[src/udec_pkg.sv]
// What this block does
// - Speed bit picks 12Mbps or 1.5Mbps.
// - Pending transfer flag plus pause bit forces NAK.
// - Engine reset bit holds engine, resets to one.
// - Clear-all bit empties flags and FIFO.
// - DMA enable gates buffer DMA and interrupts.
// - System field sets function and internal pull-up.
// - Internal pull-up overrides pull-down, needs function enabled.
// - Seven-bit device address, bit seven software flag.
// - Five bidirectional endpoints, 64-byte packets.
// - Endpoint zero shares one 64-byte buffer.
// - Endpoints one to three single or double buffers.
// - Endpoint four has single IN and OUT buffers.
// - Pull-up goes to D+ or D- by speed.
// - Bus events set flags and request interrupt.
// - Status reports endpoint and token after transfer.
// - Received toggle compared, match flagged.
// - Auto toggle flips toggle of endpoints one to three after success.
// - IN data uses endpoint transmit length.
// - Shared receive length register reports count.
// - Buffer address pairs, endpoints zero/four share.
// - Token codes OUT, SOF, IN, SETUP.
// - Receive response code selects ACK/none/NAK/STALL.
// - Flag cleared by writing zero or one.
package udec_pkg;
  localparam int EP_NUM = 5;
  localparam int MAX_PKT = 64;
  localparam int LEN_W = 7;
  localparam int DMA_W = 10;
  localparam int FULL_SPEED_BPS = 12000000;
  localparam int LOW_SPEED_BPS = 1500000;
  // Register indices; the byte address is four times the index.
  localparam logic [7:0] IDX_PORT = 8'hD1;
  localparam logic [7:0] IDX_EP_CTRL [EP_NUM] = '{8'hDC, 8'hD2, 8'hD4, 8'hD6, 8'hDE};
  localparam logic [7:0] IDX_EP_TLEN [EP_NUM] = '{8'hDD, 8'hD3, 8'hD5, 8'hD7, 8'hDF};
  localparam logic [7:0] IDX_DMA_L [4] = '{8'hEC, 8'hEE, 8'hE4, 8'hE6};
  localparam logic [7:0] IDX_DMA_H [4] = '{8'hED, 8'hEF, 8'hE5, 8'hE7};
  localparam logic [7:0] IDX_MOD41 = 8'hEA;
  localparam logic [7:0] IDX_MOD23 = 8'hEB;
  localparam logic [7:0] IDX_MAIN = 8'hE2;
  localparam logic [7:0] IDX_ADDR = 8'hE3;
  localparam logic [7:0] IDX_FLAG = 8'hD8;
  localparam logic [7:0] IDX_STAT = 8'hD9;
  localparam logic [7:0] IDX_RXLEN = 8'hDB;
  localparam logic [7:0] MAIN_RST = 8'h06;
  localparam logic [7:0] MAIN_MASK = 8'h7F;
  localparam int MC_SPEED = 6;
  localparam int MC_SYS_HI = 5;
  localparam int MC_SYS_LO = 4;
  localparam int MC_NAK_PAUSE = 3;
  localparam int MC_ENG_RST = 2;
  localparam int MC_CLR = 1;
  localparam int MC_DMA = 0;
  localparam logic [7:0] PORT_RST = 8'h80;
  localparam logic [7:0] PORT_WMASK = 8'h87;
  localparam int PC_PD_DIS = 7;
  localparam int PC_DP = 5;
  localparam int PC_DM = 4;
  localparam int PC_SPEED = 2;
  localparam logic [7:0] EPC_WMASK = 8'hDF;
  localparam int EC_RTOG = 7;
  localparam int EC_TTOG = 6;
  localparam int EC_AUTO = 4;
  localparam int FG_OV = 4;
  localparam int FG_SUSP = 2;
  localparam int FG_XFER = 1;
  localparam int FG_BRST = 0;
  localparam logic [7:0] FLAG_MASK = 8'h17;
  localparam logic [1:0] SYS_OFF = 2'b00;
  localparam logic [1:0] TOK_OUT = 2'b00;
  localparam logic [1:0] TOK_SOF = 2'b01;
  localparam logic [1:0] TOK_IN = 2'b10;
  localparam logic [1:0] TOK_SETUP = 2'b11;
  localparam logic [1:0] RES_ACK = 2'b00;
  localparam logic [1:0] RES_NONE = 2'b01;
  localparam logic [1:0] RES_NAK = 2'b10;
  localparam logic [1:0] RES_STALL = 2'b11;
  typedef logic [EP_NUM-1:0][7:0] udec_ep8_t;
  typedef logic [EP_NUM-1:0][LEN_W-1:0] udec_len_t;
  typedef logic [3:0][DMA_W-1:0] udec_dma_t;
  typedef struct packed {
    logic bus_rst;
    logic suspend;
    logic fifo_ov;
    logic xfer_done;
    logic is_nak;
    logic [3:0] ep;
    logic [1:0] token;
    logic rx_tog;
    logic [7:0] rx_len;
  } udec_evt_s;
  typedef struct packed {
    logic low_speed;
    logic func_en;
    logic port_en;
    logic pu_dp;
    logic pu_dm;
    logic pd_dp;
    logic pd_dm;
  } udec_phy_s;
  typedef struct packed {
    logic eng_rst;
    logic fifo_clr;
    logic nak_pause;
    logic dma_en;
    logic [6:0] dev_addr;
  } udec_ctl_s;
endpackage : udec_pkg

[src/udec_top.sv]
`timescale 1ns/1ps
`default_nettype none
module udec_top (
  input wire logic core_clk,
  input wire logic rst_n,
  input wire logic hsel,
  input wire logic [31:0] haddr,
  input wire logic [1:0] htrans,
  input wire logic hwrite,
  input wire logic [2:0] hsize,
  input wire logic [31:0] hwdata,
  input wire logic hready,
  output var logic hreadyout,
  output var logic hresp,
  output var logic [31:0] hrdata,
  input wire udec_pkg::udec_evt_s evt,
  input wire logic dp_pin,
  input wire logic dm_pin,
  output var udec_pkg::udec_phy_s phy,
  output var udec_pkg::udec_ctl_s ctl,
  output var udec_pkg::udec_ep8_t ep_ctrl,
  output var udec_pkg::udec_len_t tx_len,
  output var udec_pkg::udec_dma_t buf_addr,
  output var logic [15:0] ep_mode,
  output var logic usb_irq
);
  import udec_pkg::*;

  // ==========================================================
  // Bus slave.
  logic ph_wr_r;
  logic ph_rd_r;
  logic [7:0] ph_idx_r;
  logic [7:0] rd_byte;
  wire logic acc = hsel & htrans[1] & hready;
  wire logic idx_ok = (haddr[31:10] == 22'h000000) & (haddr[1:0] == 2'b00);
  wire logic [7:0] wb = hwdata[7:0];

  function automatic logic wr_hit(input logic [7:0] idx);
    wr_hit = ph_wr_r & (ph_idx_r == idx);
  endfunction : wr_hit

  always_ff @(posedge core_clk or negedge rst_n) begin
    if (!rst_n) begin
      ph_wr_r <= 1'b0;
      ph_rd_r <= 1'b0;
      ph_idx_r <= 8'h00;
      hreadyout <= 1'b1;
      hresp <= 1'b0;
      hrdata <= 32'h00000000;
    end else begin
      ph_wr_r <= acc & hwrite & idx_ok;
      ph_rd_r <= acc & ~hwrite;
      if (acc) begin
        ph_idx_r <= idx_ok ? haddr[9:2] : 8'h00;
      end
      // Reads take one wait state so a write just ahead is seen.
      hreadyout <= ~(acc & ~hwrite);
      hresp <= 1'b0;
      if (ph_rd_r) begin
        hrdata <= {24'h000000, rd_byte};
      end
    end
  end

  // ==========================================================
  // Control registers.
  logic [7:0] main_r;
  logic [7:0] addr_r;
  logic [7:0] port_r;
  logic [7:0] flag_r;
  logic [7:0] stat_r;
  logic [7:0] rxlen_r;
  logic [15:0] mode_r;
  logic [1:0] dp_sync_r;
  logic [1:0] dm_sync_r;
  udec_ep8_t ep_r;
  udec_ep8_t ep_nxt;
  udec_len_t len_r;
  udec_dma_t dma_r;

  wire logic eng_rst = main_r[MC_ENG_RST];
  wire logic clr_all = main_r[MC_CLR];
  wire logic [1:0] sys_ctl = main_r[MC_SYS_HI:MC_SYS_LO];
  wire logic port_speed = port_r[PC_SPEED];
  wire logic done = evt.xfer_done & ~eng_rst;
  wire logic rx_tok = (evt.token == TOK_OUT) | (evt.token == TOK_SETUP);
  wire logic tx_tok = evt.token == TOK_IN;
  wire logic [2:0] ev_ep = (evt.ep < 4'd5) ? evt.ep[2:0] : 3'd0;
  wire logic ev_ep_ok = evt.ep < 4'd5;
  wire logic tog_ok = evt.rx_tog == ep_r[ev_ep][EC_RTOG];
  // Written out here: a function that reads module state does not wake a continuous assignment.
  wire logic flag_wr = ph_wr_r & (ph_idx_r == IDX_FLAG);
  wire logic [7:0] flag_clr = flag_wr ? ((wb == 8'h00) ? 8'hFF : wb) : 8'h00;
  wire logic [7:0] flag_set = {3'b000, evt.fifo_ov & ~eng_rst, 1'b0, evt.suspend & ~eng_rst,
                               done, evt.bus_rst & ~eng_rst};

  always_comb begin
    ep_nxt = ep_r;
    for (int i = 0; i < EP_NUM; i++) begin
      if (wr_hit(IDX_EP_CTRL[i])) begin
        ep_nxt[i] = wb & EPC_WMASK;
      end
      // Endpoints one to three flip their own toggle when enabled.
      if (done & ev_ep_ok & (ev_ep == 3'(i)) & (i >= 1) & (i <= 3) & ep_r[i][EC_AUTO]) begin
        if (rx_tok & tog_ok) begin
          ep_nxt[i][EC_RTOG] = ~ep_nxt[i][EC_RTOG];
        end
        if (tx_tok) begin
          ep_nxt[i][EC_TTOG] = ~ep_nxt[i][EC_TTOG];
        end
      end
    end
  end

  // Main control and address live outside the engine reset.
  always_ff @(posedge core_clk or negedge rst_n) begin
    if (!rst_n) begin
      main_r <= MAIN_RST;
      addr_r <= 8'h00;
      mode_r <= 16'h0000;
      dma_r <= '0;
      len_r <= '0;
      dp_sync_r <= 2'b00;
      dm_sync_r <= 2'b00;
    end else begin
      dp_sync_r <= {dp_sync_r[0], dp_pin};
      dm_sync_r <= {dm_sync_r[0], dm_pin};
      if (wr_hit(IDX_MAIN)) begin
        main_r <= wb & MAIN_MASK;
      end
      if (wr_hit(IDX_ADDR)) begin
        addr_r <= wb;
      end
      if (wr_hit(IDX_MOD41)) begin
        mode_r[7:0] <= wb;
      end
      if (wr_hit(IDX_MOD23)) begin
        mode_r[15:8] <= wb;
      end
      for (int i = 0; i < 4; i++) begin
        if (wr_hit(IDX_DMA_L[i])) begin
          dma_r[i][7:0] <= wb;
        end
        if (wr_hit(IDX_DMA_H[i])) begin
          dma_r[i][DMA_W-1:8] <= wb[DMA_W-9:0];
        end
      end
      for (int i = 0; i < EP_NUM; i++) begin
        if (wr_hit(IDX_EP_TLEN[i])) begin
          len_r[i] <= wb[LEN_W-1:0];
        end
      end
    end
  end

  // Registers under the engine reset.
  always_ff @(posedge core_clk or negedge rst_n) begin
    if (!rst_n) begin
      port_r <= PORT_RST;
      ep_r <= '0;
      flag_r <= 8'h00;
      stat_r <= 8'h00;
      rxlen_r <= 8'h00;
    end else if (eng_rst) begin
      port_r <= PORT_RST;
      ep_r <= '0;
      flag_r <= 8'h00;
      stat_r <= 8'h00;
      rxlen_r <= 8'h00;
    end else begin
      if (wr_hit(IDX_PORT)) begin
        port_r <= wb & PORT_WMASK;
      end
      ep_r <= ep_nxt;
      if (clr_all) begin
        flag_r <= 8'h00;
      end else begin
        // A new event wins over a clear in the same cycle.
        flag_r <= ((flag_r & ~flag_clr) | flag_set) & FLAG_MASK;
      end
      if (done) begin
        stat_r <= {evt.is_nak, rx_tok & tog_ok, evt.token, evt.ep};
        if (rx_tok) begin
          rxlen_r <= evt.rx_len;
        end
      end
    end
  end

  // ==========================================================
  // Read mux.
  always_comb begin
    rd_byte = 8'h00;
    if (ph_idx_r == IDX_MAIN) begin
      rd_byte = main_r;
    end
    if (ph_idx_r == IDX_ADDR) begin
      rd_byte = addr_r;
    end
    if (ph_idx_r == IDX_PORT) begin
      rd_byte = port_r;
      rd_byte[PC_DP] = dp_sync_r[1];
      rd_byte[PC_DM] = dm_sync_r[1];
    end
    if (ph_idx_r == IDX_FLAG) begin
      rd_byte = flag_r;
    end
    if (ph_idx_r == IDX_STAT) begin
      rd_byte = stat_r;
    end
    if (ph_idx_r == IDX_RXLEN) begin
      rd_byte = rxlen_r;
    end
    if (ph_idx_r == IDX_MOD41) begin
      rd_byte = mode_r[7:0];
    end
    if (ph_idx_r == IDX_MOD23) begin
      rd_byte = mode_r[15:8];
    end
    for (int i = 0; i < EP_NUM; i++) begin
      if (ph_idx_r == IDX_EP_CTRL[i]) begin
        rd_byte = ep_r[i];
      end
      if (ph_idx_r == IDX_EP_TLEN[i]) begin
        rd_byte = {1'b0, len_r[i]};
      end
    end
    for (int i = 0; i < 4; i++) begin
      if (ph_idx_r == IDX_DMA_L[i]) begin
        rd_byte = dma_r[i][7:0];
      end
      if (ph_idx_r == IDX_DMA_H[i]) begin
        rd_byte = {6'b000000, dma_r[i][DMA_W-1:8]};
      end
    end
  end

  // ==========================================================
  // Registered outputs toward the engine and transceiver.
  wire logic pu_on = sys_ctl[1];
  wire logic pu_dp = pu_on & ~port_speed;
  wire logic pu_dm = pu_on & port_speed;
  wire logic pd_on = ~port_r[PC_PD_DIS];

  always_ff @(posedge core_clk or negedge rst_n) begin
    if (!rst_n) begin
      phy <= '0;
      ctl <= '0;
      ep_ctrl <= '0;
      tx_len <= '0;
      buf_addr <= '0;
      ep_mode <= 16'h0000;
      usb_irq <= 1'b0;
    end else begin
      phy.low_speed <= main_r[MC_SPEED];
      phy.func_en <= sys_ctl != SYS_OFF;
      phy.port_en <= port_r[0];
      phy.pu_dp <= pu_dp;
      phy.pu_dm <= pu_dm;
      phy.pd_dp <= pd_on & ~pu_dp;
      phy.pd_dm <= pd_on & ~pu_dm;
      ctl.eng_rst <= eng_rst;
      ctl.fifo_clr <= clr_all;
      ctl.nak_pause <= main_r[MC_NAK_PAUSE] & flag_r[FG_XFER];
      ctl.dma_en <= main_r[MC_DMA];
      ctl.dev_addr <= addr_r[6:0];
      ep_ctrl <= ep_r;
      tx_len <= len_r;
      buf_addr <= dma_r;
      ep_mode <= mode_r;
      usb_irq <= main_r[MC_DMA] & (flag_r != 8'h00);
    end
  end
endmodule : udec_top
`default_nettype wire
[config.mk]
export PLATFORM = sky130hd
export DESIGN_NAME = udec_top
export DESIGN_NICKNAME = d
export VERILOG_FILES = /design/src/udec_pkg.sv /design/src/udec_top.sv
export SDC_FILE = /design/constraint.sdc
export NUM_CORES = 1
export LEC_CHECK = 0
export BUFFER_PORTS_ARGS = -buffer_cell sky130_fd_sc_hd__buf_2
export CAP_MARGIN = 20
export CORE_ASPECT_RATIO = 0.9
export CORE_MARGIN = 1.5
export CORE_UTILIZATION = 50
export CTS_CLUSTER_SIZE = 20
export DETAILED_ROUTE_END_ITERATION = 8
export PLACE_DENSITY = 0.78
export SLEW_MARGIN = 30
export SYNTH_ARGS = -nofsm -noshare
export SYNTH_HDL_FRONTEND = slang
export SYNTH_SLANG_ARGS = --single-unit
[constraint.sdc]
create_clock -name core_clk -period 1.75 [get_ports core_clk]
set_input_delay 0.0875 -clock core_clk [delete_from_list [all_inputs] [get_ports core_clk]]
set_output_delay 0.0875 -clock core_clk [all_outputs]
set_load 0.03 [all_outputs]
# Word level (Yosys, flattened, before mapping)
# Index checks and enable logic that the tools add are counted.
# word_totals
ff_bits	348
input_bits	96
out_inout_bits	184
elab_cells	234
# op_classes
n_lt_le_gt_ge	2
n_eq_ne	32
muxes	56
bitwise	65
reduce_logical	15
# op_table
cell	count
$mux W8	39
$eq A8 B8 Y1 const B	26
$and A1 B1 Y1	48
$mux W40	1
$bmux W8 S3	1
$logic_not A22 Y1	1
$mux W5	4
$reduce_bool A2 Y1	9
$not A1 Y1	13
$logic_not A8 Y1	1
$reduce_bool A8 Y1	1
$mux W7	1
$eq A3 B2 Y1 const B	2
$mux W1	6
$mux W2	3
$and A5 B5 Y5	1
$not A5 Y5	1
$or A5 B5 Y5	1
$eq A2 B2 Y1 const B	2
$logic_not A2 Y1	2
$lt A3 B4 Y1 const B	1
$lt A4 B3 Y1 const B	1
$eq A3 B1 Y1 const B	1
$mux W3	1
other kinds (3)	3

# Depth between registers and ports, before layout
# Gate-level depths: netlist of run 1.
# logic_depth
ltp_word	27
mapped_depth	9
ltp_nobuf	6

# Worst setup path after synthesis of run 1
# No wires, ideal clock.
# synth_path
path_kind	register to register
startpoint	register ph_idx_r[3]
endpoint	register hrdata[2]
setup_ns	0.139
t_arrival_ns	1.690
t_required_ns	1.611
slack_ns	-0.078
path_stages_with_launch	9
path_buffers	2
period_less_slack_ns	1.828
cell_sequence	dfrtp_1 -> buf_2 -> or2_1 -> buf_2 -> nor4_1 -> o311ai_0 -> o32a_1 -> o21bai_1 -> a41oi_1
# synth_via
elab_chain_len	27
elab_cells_between_ends	52
cone_classes	eq/ne (26); mux (26)
# synth_lines
element	line_no	rtl
start: declaration	udec_top.sv:33	logic [7:0] ph_idx_r;
start signal: assignment	udec_top.sv:55	ph_idx_r <= idx_ok ? haddr[9:2] : 8'h00;
$eq A8 B8 Y1	udec_top.sv:195	if (ph_idx_r == IDX_MAIN) begin
$mux W7	udec_top.sv:195	
$mux W8	udec_top.sv:198	if (ph_idx_r == IDX_ADDR) begin
$mux W8	udec_top.sv:201	if (ph_idx_r == IDX_PORT) begin
$mux W8	udec_top.sv:206	if (ph_idx_r == IDX_FLAG) begin
$mux W8	udec_top.sv:209	if (ph_idx_r == IDX_STAT) begin
$mux W8	udec_top.sv:212	if (ph_idx_r == IDX_RXLEN) begin
$mux W8	udec_top.sv:215	if (ph_idx_r == IDX_MOD41) begin
(+11 left out)	-	
$mux W8	udec_top.sv:230	if (ph_idx_r == IDX_DMA_L[i]) begin
$mux W8	udec_top.sv:233	if (ph_idx_r == IDX_DMA_H[i]) begin
$mux W8	udec_top.sv:230	
$mux W8	udec_top.sv:233	
$mux W8	udec_top.sv:230	
$mux W8	udec_top.sv:233	
$mux W8	udec_top.sv:230	
$mux W8 (*)	udec_top.sv:233	
end signal: assignment	udec_top.sv:61	hrdata <= {24'h000000, rd_byte};
end: declaration	udec_top.sv:15	output var logic [31:0] hrdata,
# Every way passes the cells marked *; elsewhere a longest branch is shown, timed or not.
# A chain may end at the register's enable or synchronous reset.

# Worst setup path after layout of run 1
# layout_path
startpoint	register ph_idx_r[4]
endpoint	register hrdata[6]
# Same word-level chain as after synthesis.

==> flow_summary.toml, run 1 <==
[power_and_ir_drop]
p_clk_frac = 0.449
power_frac_comb = 0.074
power_density_nw_per_um2 = 887
p_leak_uw = 0.00893
vdd_drop_max_v = 0.000599
switching_share = 0.240
power_uw = 17100
p_sw_uw = 4100
p_seq_frac = 0.477
internal_power_uw = 13000

[critical_path]
cp-end-kind = "flip-flop"
crit_family = "compound AO/OA/AOI/OAI gates"
path_cells = "and4b_2 -> buf_6 -> buf_12 -> and3_4 -> o31ai_4 -> a21oi_2 -> o31ai_2 -> a21oi_1"
path_buf_inv = 2
worstPathRequired_ps = 2150
slowest_stage = "dfrtp_2"
arrival_ps = 2480
crit_type = "flip-flop to flip-flop"
cp_max_fo = 8
cpPeakStageDelay_ps = 450
startpoint_type = "flip-flop"

[sta]
finalHoldViolCount = 0
maxSlewViolCount = 0
setup_viol = 138
fin_crit_sh = 1.19
max_freq_ghz = 0.481
hold_ws_ps = 65.8
fin_crit_ps = 2080
setup_slack_ps = -329
finClkSkew_ps = 22.8
rsz0062_at_grt = "true"
slew_headroom = 0.540
worst_pin_slew_ps = 689

[routing]
totalWireLength_um = 48200
first_pass_iters = 5
dr.first_iter.drc_count = 1268
drc = 0
post_drt_wl_per_cell_um = 24.8
viasPerCell = 5.96
vias = 11600
postRouteAntennaNets = 0

[placement]
dp_slack_ps = -413
dp_hpwl_um = 32800
gp_congestion = 1.00
portBuffers = 221

[synth]
synth_area_um2 = 13700
synth_edf_count = 0
synth_area_per_cell_um2 = 12.2
ys.flop_type = "dfrtp_1"
synth_warnings = 0
synth-async-reset-ratio = 1.00
syn-instance-count = 1122
seq_area_frac_synth = 0.608
synth_cell_types = 80
synth_seq_cells = 333

[finish]
fillers = 1798
drive_gt1_frac = 0.485
final_cell_mix = "dfrtp_1, buf_2, buf_4"
seq_area_um2 = 8350
nNetsFinal = 1656
area_growth_pct = 40.5
diodes = 0
final_common_cell = "dfrtp_1"
multi_input_area_um2 = 5740

[outcome]
status = "complete, but fails checks"
violations = "setup timing"

[global_routing]
grt_pass1_wl_um = 71700
grt_pass1_vias = 11500
grt_overflow = 0
antenna_found_initial = 0
grt_max_degree = 67
track_usage = 0.339

[clock_network]
numClockSinks = 333
clk_latency_ps = 520
cts_made_buffers = 35
cts_tree = "done"
cts.clk_slew.worst_paths_ps = 70
htreeDepth = 2
root_buffer = "clkbuf_16"
cts_buffer_depth = 3

[job]
cap_violations = 0

[floorplanning]
fp.dieH_um = 160
boundaryPins = 280
row_count = 57
core_um2 = 27000
die_area_um2 = 28400
die_w_um = 178
start_util = 0.509

[min_path]
hold_path.class = "input pin to flip-flop"
## metal layers
metal / track usage / share of wire / up-vias
met1: 0.485 / 0.42 / 5766
met2: 0.517 / 0.46 / 770
li1: - / - / 4901
met3: 0.0648 / 0.093 / 114
met5: 0 / 0 / -
met4: 0.121 / 0.036 / 0
## metrics by stage
stage	cell area, um^2	instances	TNS (ps)	utilization
after detailed placement	16500	1819	-27170	0.612
after CTS	18700	1927	-15810	0.695
after floorplan	13900	1151	-293	-
after global routing	19300	1938	-26140	0.715
final	19300	1938	-19100	0.715
after global placement	16500	1819	-21290	0.612
## worst paths after layout
path | slack [ps] | from | cells past startpoint | to
setup / recovery | -330 | ph_idx_r[4]$_DFFE_PN0P_ | 8 | hrdata[6]$_DFFE_PN0P_
hold / removal | 70 | evt[8] | 5 | stat_r[6]$_DFFE_PN0P_
setup reg to reg | -330 | ph_idx_r[4]$_DFFE_PN0P_ | 8 | hrdata[6]$_DFFE_PN0P_
hold reg to reg | 350 | dp_sync_r[0]$_DFF_PN0_ | 0 | dp_sync_r[1]$_DFF_PN0_
max in group asynchronous | 900 | rst_n | 3 | ep_r[23]$_DFF_PN0_
min in group asynchronous | 80 | rst_n | 2 | ctl[10]$_DFF_PN0_
## cell usage after synthesis, drive strengths merged (5+ instances only)
cell type  number  area, um^2
clkbuf         35         131
mux2i          44         440
nand3          60         330
nor3           24         158
a31oi          13        81.3
nor2           57         246
o22ai           8        50.1
buf            69         439
dfrtp         329        8230
o311ai          7        61.3
nor2b          10        62.6
nand4          17         106
a22oi           8        60.1
nor4           16         100
a22o            8        70.1
inv             8        30.0
a21oi          67         335
o21ai          51         255
mux2          117        1320
a32oi           5        43.8
o211ai          5        37.5
nand2b          9        56.3
nand2          63         236
## repair_timing
action / 4_1_cts / 5_1_grt
buffers inserted: 15 / 13
gates cloned: 1 / 0
pin swaps: 17 / 43
hold buffers: 30 / 0
hold endpoints to repair: 363 / 0
setup endpoints to repair: 153 / 153
resized for setup: 150 / 119
## power by group through the flow
stage / sequential, uW / clock (uW) / combinational (uW)
global route: 8170 / 8020 / 1360
finish: 8160 / 7670 / 1270
floorplan: 8400 / 0 / 432
CTS: 8140 / 7740 / 1210
global placement: 8270 / 0 / 1110
detailed placement: 8270 / 0 / 1130
## worst min-delay path, cell delays in order
cell and delay [ps]:
buf_2 100, xor2_1 60, buf_4 170, nand3_2 80, a21oi_2 50
## registers in the layout (all words and copies together) (netlist names), 4 cells and up
register  count
tx_len       35
ep_mode      16
addr_r        8
mode_r       16
flag_r        4
stat_r        8
ph_idx_r      8
phy           7
port_r        4
ep_ctrl      35
dma_r        40
ep_r         35
buf_addr     40
hrdata        8
len_r        35
rxlen_r       8
ctl          11
main_r        7
## layout make-up
| cell class | instances | share of cell area |
|---|---|---|
| clock inverters | 16 | 0.0118 |
| flip-flops and latches | 333 | 0.433 |
| clock buffers | 46 | 0.0497 |
| repair buffers | 475 | 0.182 |
| multi-input cells | 705 | 0.298 |
| inverters | 9 | 0.00234 |
| well taps | 354 | 0.0230 |
## logic make-up (layout without fill, tap and decap cells)
logic type	after synthesis	after routing	synth area share
AO/OA/AOI/OAI	224	224	0.105
XOR/XNOR	4	4	0.00255
adder cells (fa/ha/maj)	1	1	0.000912
buffers and inverters	113	546	0.0440
flip-flops	333	333	0.608
multiplexers	161	161	0.128
other	1	30	0.000273
AND/OR/NAND/NOR	285	285	0.111
No activity file was read; power rests on OpenSTA's default activity.
==> run 2, diff against run 1 <==
- BUFFER_PORTS_ARGS: -buffer_cell sky130_fd_sc_hd__buf_2 -> unset
- CORE_UTILIZATION: 50 -> 55
- DONT_BUFFER_PORTS: unset -> 1
- PLACE_DENSITY: 0.78 -> 0.73
==> run 2 against run 1 <==
The run ends with hold timing, setup timing left. Utilization is 4.4 points higher. Final cell count is 11% lower. Critical path depth stayed put. Flip-flop and latch count stayed put. Setup slack worse by 22 ps. First-iteration DRC count is 6.3% lower. Register-to-register slack worse by 20 ps. Largest cell class unchanged.
==> flow_summary.toml, run 2 (synthesis results as in run 1) <==
[outcome]
status = "complete, but fails checks"
violations = "hold timing, setup timing"

[routing]
dr.first_iter.drc_count = 1188
vias = 10800
drc = 0
viasPerCell = 6.26
post_drt_wl_per_cell_um = 27.4
totalWireLength_um = 47400
first_pass_iters = 5
postRouteAntennaNets = 0

[clock_network]
cts_made_buffers = 31
postCtsHoldBufs = 51
root_buffer = "clkbuf_16"
cts.clk_slew.worst_paths_ps = 70
cts_buffer_depth = 3
clk_latency_ps = 580
htreeDepth = 1
numClockSinks = 333
cts_tree = "done"

[finish]
area_growth_pct = 35.0
multi_input_area_um2 = 5950
fin_cells = 1730
nNetsFinal = 1465
post-route-cell-area_um2 = 18500
drive_gt1_frac = 0.420
reg.largest.list = "buf_addr: 40 flops, dma_r: 40 flops"
final_common_cell = "dfrtp_1"
seq_area_um2 = 8350
final_cell_mix = "dfrtp_1, buf_4, mux2_2"
fillers = 1468

[sta]
hold_ws_ps = -779
setup_slack_ps = -351
rsz0062_at_grt = "true"
finClkSkew_ps = 25.5
max_freq_ghz = 0.476
maxSlewViolCount = 0
finalHoldViolCount = 334
fin_crit_sh = 1.20
fin_crit_ps = 2100
setup_viol = 149
worst_pin_slew_ps = 1060
slew_headroom = 0.294

[global_routing]
grt_pass1_wl_um = 70600
grt_max_degree = 334
antenna_found_initial = 4
grt_pass1_vias = 11100
grt_overflow = 0
track_usage = 0.369

[power_and_ir_drop]
power_frac_comb = 0.043
vdd_drop_max_v = 0.000976
p_leak_uw = 0.00814
p_clk_frac = 0.438
internal_power_uw = 12300
switching_share = 0.235
p_sw_uw = 3790
power_density_nw_per_um2 = 871
p_seq_frac = 0.519

[critical_path]
crit_type = "flip-flop to flip-flop"
cp_max_fo = 7
startpoint_type = "flip-flop"
arrival_ps = 2600
worstPathRequired_ps = 2250
cp-end-kind = "flip-flop"

[floorplanning]
core_um2 = 24400
fp.dieH_um = 153
die_area_um2 = 25900
start_util = 0.563
die_w_um = 169
boundaryPins = 280
row_count = 54

[min_path]
hold_path.class = "input pin to asynchronous set/reset pin"

[placement]
portBuffers = 0
dp_hpwl_um = 30500
gp_congestion = 0.978
dp.cells = 1572
placed_area_um2 = 15300

[job]
cap_violations = 0
## run 2: power groups by stage
stage | clock (uW) | sequential (uW) | combinational [uW]
floorplan | 0 | 8400 | 432
CTS | 7120 | 8360 | 655
global route | 7460 | 8380 | 733
detailed placement | 0 | 8500 | 425
finish | 7070 | 8370 | 697
global placement | 0 | 8490 | 409
## run 2: through the flow
step           hold WS (ps)  setup TNS [ps]  utilization  total power, uW  setup WS (ps)
3_5_place_dp           -201          -35830        0.626             8920           -637
2_1_floorplan          -208            -293            -             8830          -28.6
4_1_cts                -786          -17630        0.746            16100           -340
3_3_place_gp           -197          -31090        0.626             8900           -636
6_report               -779          -23220        0.759            16100           -351
5_1_grt                -798          -31580        0.759            16600           -397
## run 2: what timing repair did
item	4_1_cts	5_1_grt
pin swaps	67	32
resized for setup	228	70
cloned	1	0
endpoints found under the setup margin	157	157
setup buffers	40	9
endpoints found under the hold margin	511	333
## run 2: per-layer routing
layer,global-route usage,share of wire,up-vias
met2,0.559,0.45,637
met1,0.510,0.41,5531
met5,0,0,-
li1,-,-,4525
met4,0.145,0.043,0
met3,0.101,0.098,139
## run 2: worst max-delay path, cell delays in order (launching register included)
cell and delay [ps]:
dfrtp_1 420, and4b_2 350, buf_6 150, buf_4 130
a32oi_1 70, or3_4 360, a211oi_4 300, o31ai_4 120
a21oi_2 120
## run 2: final timing paths
| path | startpoint | cells past startpoint | slack (ps) | endpoint |
|---|---|---|---|---|
| min in group core_clk | hwdata[7] | 5 | 0 | flag_r[1]$_DFF_PN0_ |
| max in group asynchronous | rst_n | 0 | 1690 | ph_idx_r[6]$_DFFE_PN0P_ |
| worst min register to register | dp_sync_r[0]$_DFF_PN0_ | 0 | 360 | dp_sync_r[1]$_DFF_PN0_ |
| worst max register to register | ph_idx_r[5]$_DFFE_PN0P_ | 8 | -350 | hrdata[6]$_DFFE_PN0P_ |
| worst min-delay path | rst_n | 0 | -780 | port_r[2]$_DFFE_PN0P_ |
| worst max-delay path | ph_idx_r[5]$_DFFE_PN0P_ | 8 | -350 | hrdata[6]$_DFFE_PN0P_ |
## run 2: layout make-up
type | count | share of cell area
Tap cell | 336 | 0.0227
Sequential cell | 333 | 0.451
Clock inverter | 18 | 0.0134
Clock buffer | 38 | 0.0444
Timing Repair Buffer | 288 | 0.145
Multi-Input combinational cell | 705 | 0.321
Antenna cell | 3 | 0.000405
Inverter | 9 | 0.00237
